`config.mk`:
```
export PLATFORM = sky130hd
export DESIGN_NAME = asrt_core
export DESIGN_NICKNAME = d
export VERILOG_FILES = /design/src/shared/asrt_pkg.sv /design/src/rtl/asrt_core.sv
export VERILOG_INCLUDE_DIRS = /design/src /design/src/shared
export SDC_FILE = /design/constraint.sdc
export NUM_CORES = 1
export LEC_CHECK = 0
export BUFFER_PORTS_ARGS = -buffer_cell sky130_fd_sc_hd__buf_4
export CAP_MARGIN = 20
export CORE_AREA = 2 2 103 105
export DETAILED_ROUTE_END_ITERATION = 12
export DIE_AREA = 0 0 105 107
export HOLD_SLACK_MARGIN = 0.08
export PLACE_DENSITY_LB_ADDON = 0.1
export SLEW_MARGIN = 20
export SYNTH_ARGS = -nofsm -noshare
export SYNTH_HDL_FRONTEND = slang
export SYNTH_SLANG_ARGS = --single-unit
```
`constraint.sdc`:
```
create_clock -name CORE_CLK_IN -period 2.2 [get_ports CORE_CLK_IN]
set_input_delay 0.11 -clock CORE_CLK_IN [delete_from_list [all_inputs] [get_ports CORE_CLK_IN]]
set_output_delay 0.11 -clock CORE_CLK_IN [all_outputs]
set_load 0.02 [all_outputs]
```
`src/shared/asrt_defines.svh`:
```
// Register map, field positions, reset values and bit timing of the serial core
`ifndef ASRT_DEFINES_SVH
`define ASRT_DEFINES_SVH
`define ASRT_MODE_ADDR 16'hFF90
`define ASRT_RXBUF_ADDR 16'hFF91
`define ASRT_HOLD_ADDR 16'hFF92
`define ASRT_ERRST_ADDR 16'hFF93
`define ASRT_TXST_ADDR 16'hFF95
`define ASRT_MODE_RST 8'h01
`define ASRT_HOLD_RST 8'hFF
`define ASRT_RXBUF_RST 8'hFF
`define ASRT_POWER_BIT 7
`define ASRT_TXE_BIT 6
`define ASRT_RXE_BIT 5
`define ASRT_PS_HI_BIT 4
`define ASRT_PS_LO_BIT 3
`define ASRT_CL_BIT 2
`define ASRT_SL_BIT 1
`define ASRT_ISRM_BIT 0
`define ASRT_PE_BIT 2
`define ASRT_FE_BIT 1
`define ASRT_OVE_BIT 0
`define ASRT_PAR_NONE 2'b00
`define ASRT_PAR_ZERO 2'b01
`define ASRT_PAR_ODD 2'b10
`define ASRT_PAR_EVEN 2'b11
`define ASRT_OVS_LAST 4'hF
`define ASRT_OVS_MID 4'h7
`endif

```
`src/shared/asrt_pkg.sv`:
```
// Types shared by the serial core
package asrt_pkg;
	typedef enum logic [2:0] {RX_IDLE, RX_START, RX_DATA, RX_PAR, RX_STOP} asrt_rx_state_t;
endpackage

```
`src/rtl/asrt_core.sv`:
```
// Asynchronous serial transmit/receive core with mode, holding and status registers
`timescale 1ns/100ps
`include "asrt_defines.svh"
module asrt_core
	import asrt_pkg::*;
(
	// Clock and reset
	input wire logic CORE_CLK_IN,
	input wire logic ARST_N_IN,
	// Base clock falling-edge strobe, sixteen per bit, and bit order
	input wire logic BASE_TICK_IN,
	input wire logic MSB_FIRST_IN,
	// Register port
	input wire logic [15:0] REG_ADDR_IN,
	input wire logic REG_WR_IN,
	input wire logic REG_RD_IN,
	input wire logic [7:0] REG_WDATA_IN,
	output logic [7:0] REG_RDATA_OUT,
	// Serial pins
	input wire logic SERIAL_IN_PIN_IN,
	output logic SERIAL_OUT_PIN_OUT,
	// Event pulses
	output logic RECEIVE_DONE_IRQ_OUT,
	output logic RECEIVE_ERROR_IRQ_OUT,
	output logic TRANSMIT_DONE_IRQ_OUT
);
	function automatic logic [7:0] rev8(input logic [7:0] v);
		logic [7:0] r;
		r = '0;
		for (int i = 0; i < 8; i++)
		begin
			r[i] = v[7 - i];
		end
		return r;
	endfunction

	// Wire order of data bits, bit 0 first, unused top bit zero
	function automatic logic [7:0] wire_order(input logic [7:0] d, input logic cl,
		input logic msb);
		logic [7:0] o;
		o = msb ? rev8(d) : d;
		if (!cl)
		begin
			o[7] = 1'b0;
		end
		return o;
	endfunction

	logic [7:0] mode_q;
	logic [7:0] hold_q;
	logic hold_full_q;
	logic tx_busy_q;
	logic [11:0] tx_frame_q;
	logic [3:0] tx_left_q;
	logic [3:0] tx_ovs_q;
	logic tx_out_q;
	logic tx_irq_q;
	logic pwr_rdy_q;
	logic txe_s_q;
	logic rxe_s_q;
	logic rx_s1_q;
	logic rx_s2_q;
	asrt_rx_state_t rx_st_q;
	logic [3:0] rx_ovs_q;
	logic [2:0] rx_nb_q;
	logic [7:0] rx_sh_q;
	logic rx_par_q;
	logic [2:0] err_q;
	logic rx_done_irq_q;
	logic rx_err_irq_q;
	logic [7:0] fifo_q [2];
	logic fifo_wp_q;
	logic fifo_rp_q;
	logic [1:0] fifo_cnt_q;
	logic [7:0] rdata_q;

	// Mode fields and register decode
	wire power = mode_q[`ASRT_POWER_BIT];
	wire [1:0] par_sel = {mode_q[`ASRT_PS_HI_BIT], mode_q[`ASRT_PS_LO_BIT]};
	wire cl = mode_q[`ASRT_CL_BIT];
	wire sl = mode_q[`ASRT_SL_BIT];
	wire isrm = mode_q[`ASRT_ISRM_BIT];
	wire mode_wr = REG_WR_IN && (REG_ADDR_IN == `ASRT_MODE_ADDR);
	wire hold_wr = REG_WR_IN && (REG_ADDR_IN == `ASRT_HOLD_ADDR);
	wire err_rd = REG_RD_IN && (REG_ADDR_IN == `ASRT_ERRST_ADDR);
	wire rxbuf_rd = REG_RD_IN && (REG_ADDR_IN == `ASRT_RXBUF_ADDR);
	wire tx_rst = !power || !txe_s_q;
	wire tx_run = pwr_rdy_q && txe_s_q;
	wire rx_run = pwr_rdy_q && rxe_s_q;

	logic [7:0] rd_mux;
	always_comb
	begin
		if (REG_ADDR_IN == `ASRT_MODE_ADDR)
			rd_mux = mode_q;
		else if (REG_ADDR_IN == `ASRT_HOLD_ADDR)
			rd_mux = hold_q;
		else if (REG_ADDR_IN == `ASRT_RXBUF_ADDR)
			rd_mux = fifo_q[fifo_rp_q];
		else if (REG_ADDR_IN == `ASRT_ERRST_ADDR)
			rd_mux = {5'h00, err_q};
		else if (REG_ADDR_IN == `ASRT_TXST_ADDR)
			rd_mux = {6'h00, hold_full_q, tx_busy_q};
		else
			rd_mux = 8'h00;
	end

	always_ff @(posedge CORE_CLK_IN or negedge ARST_N_IN)
	begin
		if (!ARST_N_IN)
		begin
			mode_q <= `ASRT_MODE_RST;
			hold_q <= `ASRT_HOLD_RST;
			rdata_q <= 8'h00;
		end
		else
		begin
			mode_q <= mode_wr ? REG_WDATA_IN : mode_q;
			hold_q <= hold_wr ? REG_WDATA_IN : hold_q;
			rdata_q <= REG_RD_IN ? rd_mux : rdata_q;
		end
	end

	// Internal clock gate and enable synchronisation to the base tick
	always_ff @(posedge CORE_CLK_IN or negedge ARST_N_IN)
	begin
		if (!ARST_N_IN)
		begin
			pwr_rdy_q <= 1'b0;
			txe_s_q <= 1'b0;
			rxe_s_q <= 1'b0;
		end
		else if (!power)
		begin
			pwr_rdy_q <= 1'b0;
			txe_s_q <= 1'b0;
			rxe_s_q <= 1'b0;
		end
		else if (BASE_TICK_IN)
		begin
			pwr_rdy_q <= 1'b1;
			txe_s_q <= pwr_rdy_q && mode_q[`ASRT_TXE_BIT];
			rxe_s_q <= pwr_rdy_q && mode_q[`ASRT_RXE_BIT];
		end
	end

	// Transmit frame: start, data, optional parity, stop bits, ones beyond
	wire [7:0] tx_ord = wire_order(hold_q, cl, MSB_FIRST_IN);
	wire tx_par = par_sel[1] & (^tx_ord ^ ~par_sel[0]);
	wire tx_has_par = par_sel != `ASRT_PAR_NONE;
	wire [3:0] tx_nb = 4'd1 + (cl ? 4'd8 : 4'd7) + {3'd0, tx_has_par} + (sl ? 4'd2 : 4'd1);
	logic [11:0] tx_frame;
	always_comb
	begin
		tx_frame = 12'hFFF;
		tx_frame[0] = 1'b0;
		tx_frame[7:1] = tx_ord[6:0];
		if (cl)
			tx_frame[8] = tx_ord[7];
		if (tx_has_par)
			tx_frame[cl ? 9 : 8] = tx_par;
	end
	wire tx_bit_end = BASE_TICK_IN && tx_busy_q && (tx_ovs_q == `ASRT_OVS_LAST);
	wire tx_end = tx_bit_end && (tx_left_q == 4'd0);
	wire tx_load = BASE_TICK_IN && tx_run && hold_full_q && (!tx_busy_q || tx_end);

	always_ff @(posedge CORE_CLK_IN or negedge ARST_N_IN)
	begin
		if (!ARST_N_IN)
			hold_full_q <= 1'b0;
		else if (tx_rst)
			hold_full_q <= 1'b0;
		else if (hold_wr)
			hold_full_q <= 1'b1;
		else if (tx_load)
			hold_full_q <= 1'b0;
	end

	always_ff @(posedge CORE_CLK_IN or negedge ARST_N_IN)
	begin
		if (!ARST_N_IN)
		begin
			tx_busy_q <= 1'b0;
			tx_frame_q <= 12'hFFF;
			tx_left_q <= 4'd0;
			tx_ovs_q <= 4'd0;
			tx_out_q <= 1'b1;
			tx_irq_q <= 1'b0;
		end
		else if (tx_rst)
		begin
			tx_busy_q <= 1'b0;
			tx_frame_q <= 12'hFFF;
			tx_left_q <= 4'd0;
			tx_ovs_q <= 4'd0;
			tx_out_q <= 1'b1;
			tx_irq_q <= 1'b0;
		end
		else
		begin
			tx_irq_q <= tx_end;
			if (tx_load)
			begin
				tx_busy_q <= 1'b1;
				tx_frame_q <= tx_frame;
				tx_left_q <= tx_nb - 4'd1;
				tx_ovs_q <= 4'd0;
				tx_out_q <= tx_frame[0];
			end
			else if (tx_end)
			begin
				tx_busy_q <= 1'b0;
				tx_out_q <= 1'b1;
			end
			else if (tx_bit_end)
			begin
				tx_frame_q <= {1'b1, tx_frame_q[11:1]};
				tx_out_q <= tx_frame_q[1];
				tx_left_q <= tx_left_q - 4'd1;
				tx_ovs_q <= 4'd0;
			end
			else if (BASE_TICK_IN && tx_busy_q)
				tx_ovs_q <= tx_ovs_q + 4'd1;
		end
	end

	// Receive input: two-stage synchroniser, forced high while powered off
	always_ff @(posedge CORE_CLK_IN or negedge ARST_N_IN)
	begin
		if (!ARST_N_IN)
		begin
			rx_s1_q <= 1'b1;
			rx_s2_q <= 1'b1;
		end
		else
		begin
			rx_s1_q <= SERIAL_IN_PIN_IN;
			rx_s2_q <= rx_s1_q;
		end
	end
	wire rx_lvl = power ? rx_s2_q : 1'b1;

	wire rx_samp = BASE_TICK_IN && (rx_ovs_q == `ASRT_OVS_LAST);
	wire [2:0] rx_last = cl ? 3'd7 : 3'd6;
	wire rx_stop_ev = rx_run && rx_samp && (rx_st_q == RX_STOP);
	wire [7:0] rx_ord = cl ? rx_sh_q : {1'b0, rx_sh_q[7:1]};
	wire [7:0] rx_data = MSB_FIRST_IN ? rev8(rx_ord) : rx_ord;
	wire rx_perr = par_sel[1] && ((^rx_ord ^ rx_par_q) == par_sel[0]);
	wire rx_ferr = !rx_lvl;
	wire fifo_in_ready = fifo_cnt_q != 2'd2;
	wire rx_ovr = !fifo_in_ready;
	wire rx_any_err = rx_perr || rx_ferr || rx_ovr;
	wire fifo_push = rx_stop_ev && fifo_in_ready;
	wire fifo_out_valid = fifo_cnt_q != 2'd0;
	wire fifo_pop = rxbuf_rd && fifo_out_valid;

	always_ff @(posedge CORE_CLK_IN or negedge ARST_N_IN)
	begin
		if (!ARST_N_IN)
		begin
			rx_st_q <= RX_IDLE;
			rx_ovs_q <= 4'd0;
			rx_nb_q <= 3'd0;
			rx_sh_q <= 8'hFF;
			rx_par_q <= 1'b0;
		end
		else if (!rx_run)
		begin
			rx_st_q <= RX_IDLE;
			rx_ovs_q <= 4'd0;
			rx_nb_q <= 3'd0;
		end
		else if (BASE_TICK_IN)
		begin
			rx_ovs_q <= rx_ovs_q + 4'd1;
			case (rx_st_q)
				RX_IDLE:
				begin
					rx_ovs_q <= 4'd0;
					if (!rx_lvl)
						rx_st_q <= RX_START;
				end
				RX_START:
					if (rx_ovs_q == `ASRT_OVS_MID)
					begin
						rx_ovs_q <= 4'd0;
						rx_nb_q <= 3'd0;
						rx_st_q <= rx_lvl ? RX_IDLE : RX_DATA;
					end
				RX_DATA:
					if (rx_samp)
					begin
						rx_sh_q <= {rx_lvl, rx_sh_q[7:1]};
						rx_nb_q <= rx_nb_q + 3'd1;
						if (rx_nb_q == rx_last)
							rx_st_q <= (par_sel == `ASRT_PAR_NONE) ? RX_STOP : RX_PAR;
					end
				RX_PAR:
					if (rx_samp)
					begin
						rx_par_q <= rx_lvl;
						rx_st_q <= RX_STOP;
					end
				RX_STOP:
					if (rx_samp)
						rx_st_q <= RX_IDLE;
				default:
					rx_st_q <= RX_IDLE;
			endcase
		end
	end

	// Error flags: cleared by a status read, a new error wins over the clear
	always_ff @(posedge CORE_CLK_IN or negedge ARST_N_IN)
	begin
		if (!ARST_N_IN)
		begin
			err_q <= 3'b000;
			rx_done_irq_q <= 1'b0;
			rx_err_irq_q <= 1'b0;
		end
		else if (!power || !rxe_s_q)
		begin
			err_q <= 3'b000;
			rx_done_irq_q <= 1'b0;
			rx_err_irq_q <= 1'b0;
		end
		else
		begin
			err_q <= (err_rd ? 3'b000 : err_q) |
				({3{rx_stop_ev}} & {rx_perr, rx_ferr, rx_ovr});
			rx_done_irq_q <= rx_stop_ev && (!rx_any_err || isrm);
			rx_err_irq_q <= rx_stop_ev && rx_any_err && !isrm;
		end
	end

	// Two-entry receive buffer; a push into a full buffer is an overrun
	always_ff @(posedge CORE_CLK_IN or negedge ARST_N_IN)
	begin
		if (!ARST_N_IN)
		begin
			fifo_q <= '{`ASRT_RXBUF_RST, `ASRT_RXBUF_RST};
			fifo_wp_q <= 1'b0;
			fifo_rp_q <= 1'b0;
			fifo_cnt_q <= 2'd0;
		end
		else if (!power)
		begin
			fifo_q <= '{`ASRT_RXBUF_RST, `ASRT_RXBUF_RST};
			fifo_wp_q <= 1'b0;
			fifo_rp_q <= 1'b0;
			fifo_cnt_q <= 2'd0;
		end
		else
		begin
			if (fifo_push)
			begin
				fifo_q[fifo_wp_q] <= rx_data;
				fifo_wp_q <= !fifo_wp_q;
			end
			if (fifo_pop)
				fifo_rp_q <= !fifo_rp_q;
			fifo_cnt_q <= fifo_cnt_q + {1'b0, fifo_push} - {1'b0, fifo_pop};
		end
	end

	assign REG_RDATA_OUT = rdata_q;
	assign SERIAL_OUT_PIN_OUT = tx_out_q;
	assign TRANSMIT_DONE_IRQ_OUT = tx_irq_q;
	assign RECEIVE_DONE_IRQ_OUT = rx_done_irq_q;
	assign RECEIVE_ERROR_IRQ_OUT = rx_err_irq_q;
endmodule

```
# Word-level counts from Yosys, hierarchy flattened
# Index checks and enable logic that the tools add are counted.
[word_totals]
register_bits = 97
inputBits = 31
output_inout_bits = 12
elab_cells = 223
[op_classes]
add_sub_neg = 10
order_cmp = 5
n_eq_ne = 27
mux = 86
n_bitwise = 8
n_reduce_logical = 59
[op_table]
columns = ["cell", "n"]
rows = [
  ["== test 16 bit, second input constant", 5],
  ["two-way mux 8 bit", 10],
  ["two-way mux 12 bit", 5],
  ["two-way mux 4 bit", 13],
  ["two-way mux 3 bit", 16],
  ["two-way mux 16 bit", 2],
  ["two-way mux 1 bit", 29],
  ["logical AND 1 bit", 25],
  ["inequality test 3 bit, second input constant", 6],
  ["bitwise mux 16 bit", 1],
  ["XOR reduction 8 bit", 2],
  ["one-hot mux 3 bit (5 select lines)", 1],
  ["bitwise mux 12 bit", 1],
  ["AND reduction 4 bit", 3],
  ["zero test 1 bit", 10],
  ["nonzero test 3 bit", 3],
  ["adder 4 x 1 -> 4 bit, second input constant", 2],
  ["demux 8 bit (select 1 bit)", 1],
  ["== test 4 bit, second input constant", 2],
  ["two-way mux 2 bit", 4],
  ["one-hot mux 4 bit (2 select lines)", 1],
  ["nonzero test 4 bit", 2],
  ["subtractor 4 x 1 -> 4 bit, second input constant", 2],
  ["AND reduction 7 bit", 1],
  ["other kinds (34)", 48],
]

# Longest topological paths before layout
# Gate-level depths: netlist of the first run.
[logic_depth]
word_depth = 11
mapped_depth = 10
ltp_nobuf = 10

# Worst setup path before layout of the first run
# OpenSTA, ideal clock, no wires.
[synth_path]
path_type = "reg2reg"
from = "register rx_ovs_q[0]"
to = "register fifo_cnt_q[1]"
setup_ps = 119
arrival_ps = 1939
required_ps = 2081
setup_slack_ps = 142
stages_incl_launch_ff = 11
n_path_buf = 0
synth_period_minus_slack_ps = 2058
path_cell_list = "dfrtp_1 ha_1 nand3_1 nor2_1 nand4_2 ha_1 inv_1 ha_1 xnor2_1 xnor2_1 and2_1"
[synth_between]
elab_chain_len = 8
[synth_lines]
columns = ["element", "line", "source"]
rows = [
  ["start: declaration", "asrt_core.sv:64", "logic [3:0] rx_ovs_q;"],
  ["start signal: assignment", "asrt_core.sv:275", "rx_ovs_q <= rx_ovs_q + 4'd1;"],
  ["== test 4 bit (no source line)", "n/a", ""],
  ["logical AND 1 bit", "asrt_core.sv:243", "wire rx_samp = BASE_TICK_IN && (rx_ovs_q == `ASRT_OVS_LAST);"],
  ["logical AND 1 bit (2 in a row)", "asrt_core.sv:245", "wire rx_stop_ev = rx_run && rx_samp && (rx_st_q == RX_STOP);"],
  ["logical AND 1 bit", "asrt_core.sv:253", "wire fifo_push = rx_stop_ev && fifo_in_ready;"],
  ["adder 2 x 1 -> 2 bit", "asrt_core.sv:363", "fifo_cnt_q <= fifo_cnt_q + {1'b0, fifo_push} - {1'b0, fifo_pop};"],
  ["subtractor 2 x 1 -> 2 bit", "asrt_core.sv:363", ""],
  ["two-way mux 2 bit", "asrt_core.sv:347", "else if (!power)"],
  ["end signal: assignment", "asrt_core.sv:363", ""],
  ["end: declaration", "asrt_core.sv:74", "logic [1:0] fifo_cnt_q;"],
]
# Every way passes these cells.
# A chain may end at the register's enable or synchronous reset.

# Worst setup path in the final report of the first run
[layout_path]
from = "register tx_left_q[0]"
to = "register tx_left_q[2]"
[layout_between]
elab_chain_len = 6
word_cells_on_any_way = 12
cone_classes = "add/sub (1); eq/ne (1); mux (4); reduce/logical (6)"
[layout_lines]
columns = ["element", "line", "source"]
rows = [
  ["start: declaration", "asrt_core.sv:54", "logic [3:0] tx_left_q;"],
  ["start signal: assignment", "asrt_core.sv:206", "tx_left_q <= tx_nb - 4'd1;"],
  ["start signal: assignment", "asrt_core.sv:219", "tx_left_q <= tx_left_q - 4'd1;"],
  ["branches (longest 6 deep; another with subtractor 4 x 1 -> 4 bit)", "n/a", ""],
]
# Parallel ways; which one is timed is not known. The select of a mux whose other input is x is not followed.

==> results.toml, run 1 <==
[yosys]
synthCells = 532
syn_nets = 573
ys.flop_type = "sky130_fd_sc_hd__dfrtp_1"
post_synth.cell_area_avg_um2 = 9.96
synth_seq_area_share_pct = 45.4
post_synth_num_cell_types = 64
synth_edf_count = 0
ys_async_sr_fraction_pct = 100
ys_ff_latch = 94
yosys_warnings = 0
syn-cell-area_um2 = 5300

[worst_setup_path]
timing.critical_path.max_delay_family = "simple AND/OR/NAND/NOR gates"
crit_path_start_kind = "register"
path_buf_inv = 1
endpoint_arrival_time_on_the_critical_path_ns = 2.39
critical_path.max_stage_delay_ns = 0.41
cp_cell_sequence = "inv_1, ha_2, or3b_4, o21ai_4, and2b_2, nand2_2, mux2_4, o31ai_2"
worstReg2RegStart = "tx_left_q[0]$_DFFE_PN0P_"
regToRegEndpoint = "tx_left_q[2]$_DFFE_PN0P_"
timing.critical_path.depth = 8
critical_path.endpoint = "tx_left_q[2]$_DFFE_PN0P_"
setup.reg_to_reg.worst_slack_ns = 0.09
critPathKind = "register to register"
worstPathRequired_ns = 2.48
worstRegToRegCells = 8
critPathLaunch = "tx_left_q[0]$_DFFE_PN0P_"
timing.critical_path.slowest_stage_cell = "sky130_fd_sc_hd__or3b_4"
worst-path-max-fanout = 5
endpoint_kind = "register"

[timing]
final_hold_viol_count = 0
worstMarginPinSlew_ns = 0.516
fmax_mhz = 474
number_of_max_slew_violations_in_the_final_report = 0
rsz0062_at_grt = "true"
layout_worst_path_cycle_share_pct = 95.8
worst_case_headroom_to_the_max_slew_limit_pct = 65.6
setup-tns-final_ns = 0
finalClockSkew_ns = 0.00944
finalWorstPathRequiredPeriod_ns = 2.11
timing.final.setup_violations = 0

[global_routing]
grt_overflow_total = 0
grt_first_pass_wirelength_mm = 20.9
grt_max_degree = 41
grt.total_usage_pct = 23.9
grt_antenna_before_repair = 0
first_global_vias = 4124

[die]
die_height_um = 107
core_region_area_um2 = 10100
floorplan.initialDensity_pct = 52.5
fp.dieArea_um2 = 11200
chipWidth_um = 105
boundaryPins = 43
rows = 37

[detailed_routing]
via_density_per_instance = 5.58
drt_drc_violations_left = 0
drtIter0Drc = 238
wl_mm = 12.6
drtPass1Iterations = 5
route.antenna.remaining_nets = 0
num_vias = 4142
detail_route.wl_per_cell_um = 17.0

[clock_tree]
clock_tree.htree_level_count = 3
cts-buffers-inserted = 9
cts_tree = "built"
total_clock_sinks = 94
cts-root-to-sink-buffers = 2
clock_insertion_delay_at_the_later_pin_of_the_skew_report_ns = 0.37
ctsRootBufferMaster = "sky130_fd_sc_hd__clkbuf_8"
clk_transition_reported_paths_ns = 0.09

[finish]
num-nets-final = 642
areaGrowthSynthToFinish_pct = 19.3
post_layout_nonfiller_instances = 742
antenna_cells_inserted = 0
final_layout_size_suffix_gt1_share_pct = 31.0

[power]
static-leakage-power_nw = 2.65
p_per_area_nw_per_um2 = 501
power.ir.vdd_worst_mv = 0.309

[placement]
placed_cells_incl_taps = 712
gpl.final_weighted_congestion = 0.843
hpwl_dp_mm = 9.18
buffer_ports.inserted = 42

[hold_path]
worst_hold_path_type = "primary input to register"

[outcome]
outcome = "finished clean"

[job]
max-cap-violations = 0
cells by family after synthesis:
| kind of cell | count (synthesis) | synth area share (%) |
|---|---|---|
| AOI/OAI and AO/OA | 129 | 15.3 |
| DFF | 94 | 45.4 |
| buffers and inverters | 63 | 4.70 |
| xor gates and xnor gates | 24 | 4.48 |
| and+or+nand+nor | 162 | 16.0 |
| adders and majority gates | 10 | 2.64 |
| muxes | 50 | 11.4 |
worst min path at each step:
stage,from,endpoint,slack [ns],cells past startpoint
2_1_floorplan,ARST_N_IN,RECEIVE_DONE_IRQ_OUT$_DFF_PN0_,-0.19,0
3_3_place_gp,ARST_N_IN,rx_ovs_q[2]$_DFFE_PN0N_,0.05,1
3_5_place_dp,ARST_N_IN,rx_ovs_q[2]$_DFFE_PN0N_,0.06,1
4_1_cts,BASE_TICK_IN,pwr_rdy_q$_DFFE_PN0P_,0.10,2
5_1_grt,BASE_TICK_IN,pwr_rdy_q$_DFFE_PN0P_,0.12,2
6_report,BASE_TICK_IN,pwr_rdy_q$_DFFE_PN0P_,0.11,2
power breakdown:
| part | total [mW] | internal, mW | switching, mW |
|---|---|---|---|
| Clock | 1.27 | 0.664 | 0.601 |
| Combinational | 0.165 | 0.0746 | 0.0908 |
| Sequential | 1.74 | 1.73 | 0.000949 |
| Total | 3.17 | 2.47 | 0.693 |
worst register-to-register path, delay by kind of cell (launching register included):
kind                       cells  cell delay (ns)
AOI/OAI and AO/OA              2             0.35
adders and majority gates      1             0.19
buffers and inverters          1             0.09
DFF                            1             0.39
muxes                          1             0.31
and+or+nand+nor                3             0.69
registers in the layout (all words and copies together), names as in the netlist, 3 cells and up:
name,cells
fifo_q,16
rx_nb_q,3
hold_q,8
mode_q,8
rx_st_q,3
err_q,3
tx_ovs_q,4
REG_RDATA_OUT,8
tx_left_q,4
tx_frame_q,9
rx_sh_q,8
rx_ovs_q,4
cell usage in the layout (no fill, tap or decap), drive strengths merged, types with 7 or more instances in the layout:
master / n
a21oi: 27
a31oi: 13
buf: 74
clkbuf: 14
dfrtp: 49
dfstp: 45
dlygate4sd3: 11
ha: 8
inv: 36
mux2: 29
mux2i: 16
nand2: 45
nand2b: 8
nand3: 13
nand4: 7
nor2: 40
nor2b: 10
nor3: 7
o2111ai: 8
o211ai: 7
o21ai: 41
xnor2: 16
stage by stage:
stage	hold WS [ns]	power, mW	cell area (µm²)	worst slack (ns)	util [%]
2_1_floorplan	-0.186	1.82	5300	0.142	-
6_report	0.113	3.17	6320	0.0918	62.7
3_5_place_dp	0.0592	1.92	5920	0.00422	58.6
4_1_cts	0.102	3.19	6260	0.0113	62.0
3_3_place_gp	0.0548	1.91	5920	0.0885	58.6
5_1_grt	0.125	3.28	6320	-0.00913	62.7
area by class of cell:
| cell class | instances | area [µm²] |
|---|---|---|
| clock buffer | 14 | 185 |
| inverter | 36 | 135 |
| clock inverter | 2 | 35.0 |
| timing repair buffer | 85 | 691 |
| multi-input combinational | 375 | 2700 |
| tap | 136 | 170 |
| fill | 890 | 3770 |
| sequential | 94 | 2410 |
cells in the mapped netlist (3+ instances only):
| cell type | instances | area [µm²] |
|---|---|---|
| sky130_fd_sc_hd__a21boi_0 | 3 | 22.5 |
| sky130_fd_sc_hd__a21oi_1 | 27 | 135 |
| sky130_fd_sc_hd__a31oi_1 | 13 | 81.3 |
| sky130_fd_sc_hd__and2_1 | 5 | 31.3 |
| sky130_fd_sc_hd__buf_2 | 10 | 50.1 |
| sky130_fd_sc_hd__clkbuf_1 | 16 | 60.1 |
| sky130_fd_sc_hd__dfrtp_1 | 49 | 1230 |
| sky130_fd_sc_hd__dfstp_2 | 45 | 1180 |
| sky130_fd_sc_hd__ha_1 | 8 | 100 |
| sky130_fd_sc_hd__inv_1 | 36 | 135 |
| sky130_fd_sc_hd__mux2_2 | 28 | 315 |
| sky130_fd_sc_hd__mux2i_1 | 16 | 160 |
| sky130_fd_sc_hd__mux4_2 | 5 | 113 |
| sky130_fd_sc_hd__nand2_1 | 44 | 165 |
| sky130_fd_sc_hd__nand2b_1 | 8 | 50.1 |
| sky130_fd_sc_hd__nand3_1 | 13 | 65.1 |
| sky130_fd_sc_hd__nand4_1 | 5 | 31.3 |
| sky130_fd_sc_hd__nor2_1 | 39 | 146 |
| sky130_fd_sc_hd__nor2b_1 | 10 | 62.6 |
| sky130_fd_sc_hd__nor3_1 | 6 | 30.0 |
| sky130_fd_sc_hd__nor3b_1 | 4 | 30.0 |
| sky130_fd_sc_hd__o2111ai_1 | 8 | 70.1 |
| sky130_fd_sc_hd__o211ai_1 | 7 | 52.6 |
| sky130_fd_sc_hd__o21a_1 | 6 | 45.0 |
| sky130_fd_sc_hd__o21ai_0 | 38 | 190 |
| sky130_fd_sc_hd__o22ai_1 | 6 | 37.5 |
| sky130_fd_sc_hd__o31ai_1 | 4 | 30.0 |
| sky130_fd_sc_hd__or3_1 | 3 | 18.8 |
| sky130_fd_sc_hd__xnor2_1 | 16 | 140 |
| sky130_fd_sc_hd__xor2_1 | 6 | 52.6 |
metal layers:
| metal | GRT usage, % | routed length [µm] | part of all wire (%) |
|---|---|---|---|
| met4 | 9.71 | 233 | 1.8 |
| met5 | 0 | 0 | 0 |
| met2 | 39.8 | 6230 | 49 |
| met3 | 3.40 | 362 | 2.9 |
| met1 | 31.6 | 5780 | 46 |
timing repair:
item | in CTS | in global routing
hold buffers | 11 | 0
endpoints found under the hold margin | 66 | 0
buffers inserted | 0 | 3
pin swaps | 0 | 6
endpoints found under the setup margin | 1 | 17
resized for setup | 2 | 10
(Power assumes the default switching activity.)
==> run 2, diff against run 1 <==
--- a/config.mk
+++ b/config.mk
@@ -6,11 +6,12 @@
 export SDC_FILE = /design/constraint.sdc
 export NUM_CORES = 1
 export LEC_CHECK = 0
+export ABC_AREA = 1
 export BUFFER_PORTS_ARGS = -buffer_cell sky130_fd_sc_hd__buf_4
 export CAP_MARGIN = 20
-export CORE_AREA = 2 2 103 105
+export CORE_AREA = 2 2 102 104
 export DETAILED_ROUTE_END_ITERATION = 12
-export DIE_AREA = 0 0 105 107
+export DIE_AREA = 0 0 104 106
 export HOLD_SLACK_MARGIN = 0.08
 export PLACE_DENSITY_LB_ADDON = 0.1
 export SLEW_MARGIN = 20
==> run 2 against run 1 <==
Final cell count up 17%. Largest cell class unchanged. Sequential share of layout area up 0.67 points. Critical path type unchanged. Largest power group unchanged. Critical endpoint is now fifo_cnt_q[1]$_DFF_PN0_. Critical path depth up 5. Routed wire length down 1.1%. Synthesized cell count up 26%. Global-route usage down 0.13 points.
==> results.toml, run 2 <==
[worst_setup_path]
endpoint_kind = "register"
critical_path.max_stage_delay_ns = 0.39
path_buf_inv = 3
timing.critical_path.max_delay_family = "adder cells"
cp_cell_sequence = "ha_2, nand2_4, nor2_4, inv_2, nor2_8, nand4_4, nor2_2, inv_2, ha_4, inv_1, ha_2, xor2_1, nor2_1"
worstPathRequired_ns = 2.50
crit_path_start_kind = "register"
critPathKind = "register to register"
timing.critical_path.slowest_stage_cell = "sky130_fd_sc_hd__dfrtp_1"
endpoint_arrival_time_on_the_critical_path_ns = 2.39
worst-path-max-fanout = 4

[yosys]
synth_seq_area_share_pct = 44.7
ys_async_sr_fraction_pct = 100
synth_edf_count = 0
syn-cell-area_um2 = 5390
syn_nets = 713
post_synth_num_cell_types = 50
synthCells = 672
list_of_most_frequent_post_synthesis_cells = "sky130_fd_sc_hd__nand2_1 (169), sky130_fd_sc_hd__inv_1 (65), sky130_fd_sc_hd__nor2_1 (56)"
ys_ff_latch = 94
post_synth.cell_area_avg_um2 = 8.02
yosys.area.top_type_share_pct = 22.8
ys.flop_type = "sky130_fd_sc_hd__dfrtp_1"
netlist_top_cells_area = "sky130_fd_sc_hd__dfrtp_1 (23%), sky130_fd_sc_hd__dfstp_2 (22%), sky130_fd_sc_hd__nand2_1 (12%), sky130_fd_sc_hd__inv_1 (4.5%), sky130_fd_sc_hd__nor2_1 (3.9%)"
yosysTopAreaCell = "sky130_fd_sc_hd__dfrtp_1"
yosysMostFrequentCell = "sky130_fd_sc_hd__nand2_1"
yosys_warnings = 0

[finish]
final_layout_size_suffix_gt1_share_pct = 21.4
final_cell_area_um2 = 6210
antenna_cells_inserted = 0
mostFrequentLayoutCells = "sky130_fd_sc_hd__nand2_1 (168), sky130_fd_sc_hd__inv_1 (65), sky130_fd_sc_hd__nor2_1 (56)"
layout.cells.most_common = "sky130_fd_sc_hd__nand2_1"
top_register = "fifo_q"
areaGrowthSynthToFinish_pct = 15.4
post_layout_nonfiller_instances = 871
num-nets-final = 771
biggestRegsByFlops = "fifo_q (16), tx_frame_q (9)"
flip_flop_count_of_the_largest_register_after_layout = 16

[die]
fp.dieArea_um2 = 11000
core_region_area_um2 = 10000
boundaryPins = 43
chipWidth_um = 104
rows = 37
die_height_um = 106
floorplan.initialDensity_pct = 53.9

[power]
p_per_area_nw_per_um2 = 498
power.share.sequential_pct = 56.0
power.ir.vdd_worst_mv = 0.355
power.share.combinational_pct = 5.3
switching_share_pct = 22.9
power_report.internal_total_mw = 2.39
clock_power_share_pct = 38.6
p_sw_mw = 0.710
static-leakage-power_nw = 2.92

[placement]
post_dp_cell_area_um2 = 5820
buffer_ports.inserted = 42
hpwl_dp_mm = 9.19
gpl.final_weighted_congestion = 0.886
placed_cells_incl_taps = 837

[clock_tree]
clock_tree.htree_level_count = 3
cts_tree = "built"
total_clock_sinks = 94
clk_transition_reported_paths_ns = 0.09
cts-buffers-inserted = 9
clock_insertion_delay_at_the_later_pin_of_the_skew_report_ns = 0.37
cts-root-to-sink-buffers = 2
ctsRootBufferMaster = "sky130_fd_sc_hd__clkbuf_8"

[global_routing]
grt_antenna_before_repair = 0
grt_overflow_total = 0
grt_max_degree = 64
gr_util_met1_pct = 30.2
grt_first_pass_wirelength_mm = 20.9
first_global_vias = 4513
global_route.peak_usage_layer = "met2"
grt.total_usage_pct = 23.8
grt_use_met3_pct = 3.31
use_met2_pct = 41.0

[timing]
worstMarginPinSlew_ns = 0.498
worst_case_headroom_to_the_max_slew_limit_pct = 66.8
setup-tns-final_ns = 0
fmax_mhz = 479
finalWorstPathRequiredPeriod_ns = 2.09
timing.final.setup_violations = 0
number_of_max_slew_violations_in_the_final_report = 0
finalClockSkew_ns = 0.00830
layout_worst_path_cycle_share_pct = 94.8
final_hold_viol_count = 0
whs_ns = 0.206

[detailed_routing]
num_vias = 4623
via_density_per_instance = 5.31
drt_drc_violations_left = 0
wl_mm = 12.5
drtIter0Drc = 229
route.antenna.remaining_nets = 0
detail_route.wl_per_cell_um = 14.3
drtPass1Iterations = 5

[outcome]
outcome = "finished clean"

[hold_path]
worst_hold_path_type = "primary input to asynchronous set/reset pin"

[job]
max-cap-violations = 0
[run 2: changes by cell type in the layout (fill, tap and decap cells not counted), sizes merged, moves of 21 or more]
cell / change
o21ai: +33
buf: -21
inv: +41
nand2: +130
mux2: -23
nand3: +25
nor2: +24
[run 2: final cells by class]
| class | count | area (µm²) |
|---|---|---|
| inverter | 77 | 289 |
| clock inverter | 4 | 45.0 |
| tap | 136 | 170 |
| clock buffer | 12 | 155 |
| timing repair buffer | 68 | 561 |
| sequential | 94 | 2410 |
| multi-input combinational | 480 | 2590 |
| fill | 913 | 3780 |
[run 2: worst reg2reg max path: stages (launching register included)]
cell	delay, ns
sky130_fd_sc_hd__dfrtp_1	0.39
sky130_fd_sc_hd__ha_2	0.22
sky130_fd_sc_hd__nand2_4	0.07
sky130_fd_sc_hd__nor2_4	0.13
sky130_fd_sc_hd__inv_2	0.07
sky130_fd_sc_hd__nor2_8	0.10
sky130_fd_sc_hd__nand4_4	0.09
sky130_fd_sc_hd__nor2_2	0.13
sky130_fd_sc_hd__inv_2	0.09
sky130_fd_sc_hd__ha_4	0.26
sky130_fd_sc_hd__inv_1	0.03
sky130_fd_sc_hd__ha_2	0.16
sky130_fd_sc_hd__xor2_1	0.15
sky130_fd_sc_hd__nor2_1	0.12
[run 2: path summary, 6_finish.rpt]
path,startpoint,to,slack [ns],depth (start not counted)
max in group asynchronous,ARST_N_IN,rx_s1_q$_DFF_PN1_,1.28,3
hold / removal,ARST_N_IN,mode_q[4]$_DFFE_PN0P_,0.21,2
min in group CORE_CLK_IN,REG_ADDR_IN[1],mode_q[7]$_DFFE_PN0P_,0.24,6
setup reg to reg,rx_ovs_q[1]$_DFFE_PN0N_,fifo_cnt_q[1]$_DFF_PN0_,0.11,13
setup / recovery,rx_ovs_q[1]$_DFFE_PN0N_,fifo_cnt_q[1]$_DFF_PN0_,0.11,13
hold reg to reg,rx_s1_q$_DFF_PN1_,rx_s2_q$_DFF_PN1_,0.36,0
[run 2: metal layers]
metal / wire length (µm) / share of wire [%] / vias to the layer above
li1: - / - / 2315
met1: 5590 / 45 / 2216
met2: 6200 / 50 / 68
met3: 393 / 3.2 / 24
met4: 287 / 2.3 / 0
met5: 0 / 0 / -
[run 2: power groups by stage]
stage          clock [mW]  combinational (mW)  sequential, mW
2_1_floorplan           0              0.0483            1.77
3_3_place_gp            0               0.143            1.77
3_5_place_dp            0               0.146            1.77
4_1_cts              1.23               0.167            1.74
5_1_grt              1.28               0.184            1.74
6_report             1.20               0.165            1.74
[run 2: kinds of logic (layout without fill, tap and decap cells)]
group,after synthesis,count (layout),share of synthesized area [%]
AOI/OAI and AO/OA,145,145,15.5
xor gates and xnor gates,15,15,2.44
adders and majority gates,10,10,2.60
buffers and inverters,98,161,7.76
DFF,94,94,44.7
muxes,11,11,2.18
and+or+nand+nor,299,299,24.8
[run 2: what timing repair did]
action | in CTS | in global routing
setup buffers | 0 | 3
endpoints found under the hold margin | 53 | 0
endpoints found under the setup margin | 0 | 4
resized for setup | 0 | 5
hold buffers | 15 | 0
[run 2: metrics by stage]
stage               setup WS, ns  utilization, %  total power, mW
floorplan                  0.265               -             1.81
global placement           0.185            58.2             1.91
detailed placement         0.130            58.2             1.91
CTS                        0.106            61.7             3.13
global route            -0.00702            62.1             3.20
finish                     0.114            62.1             3.10
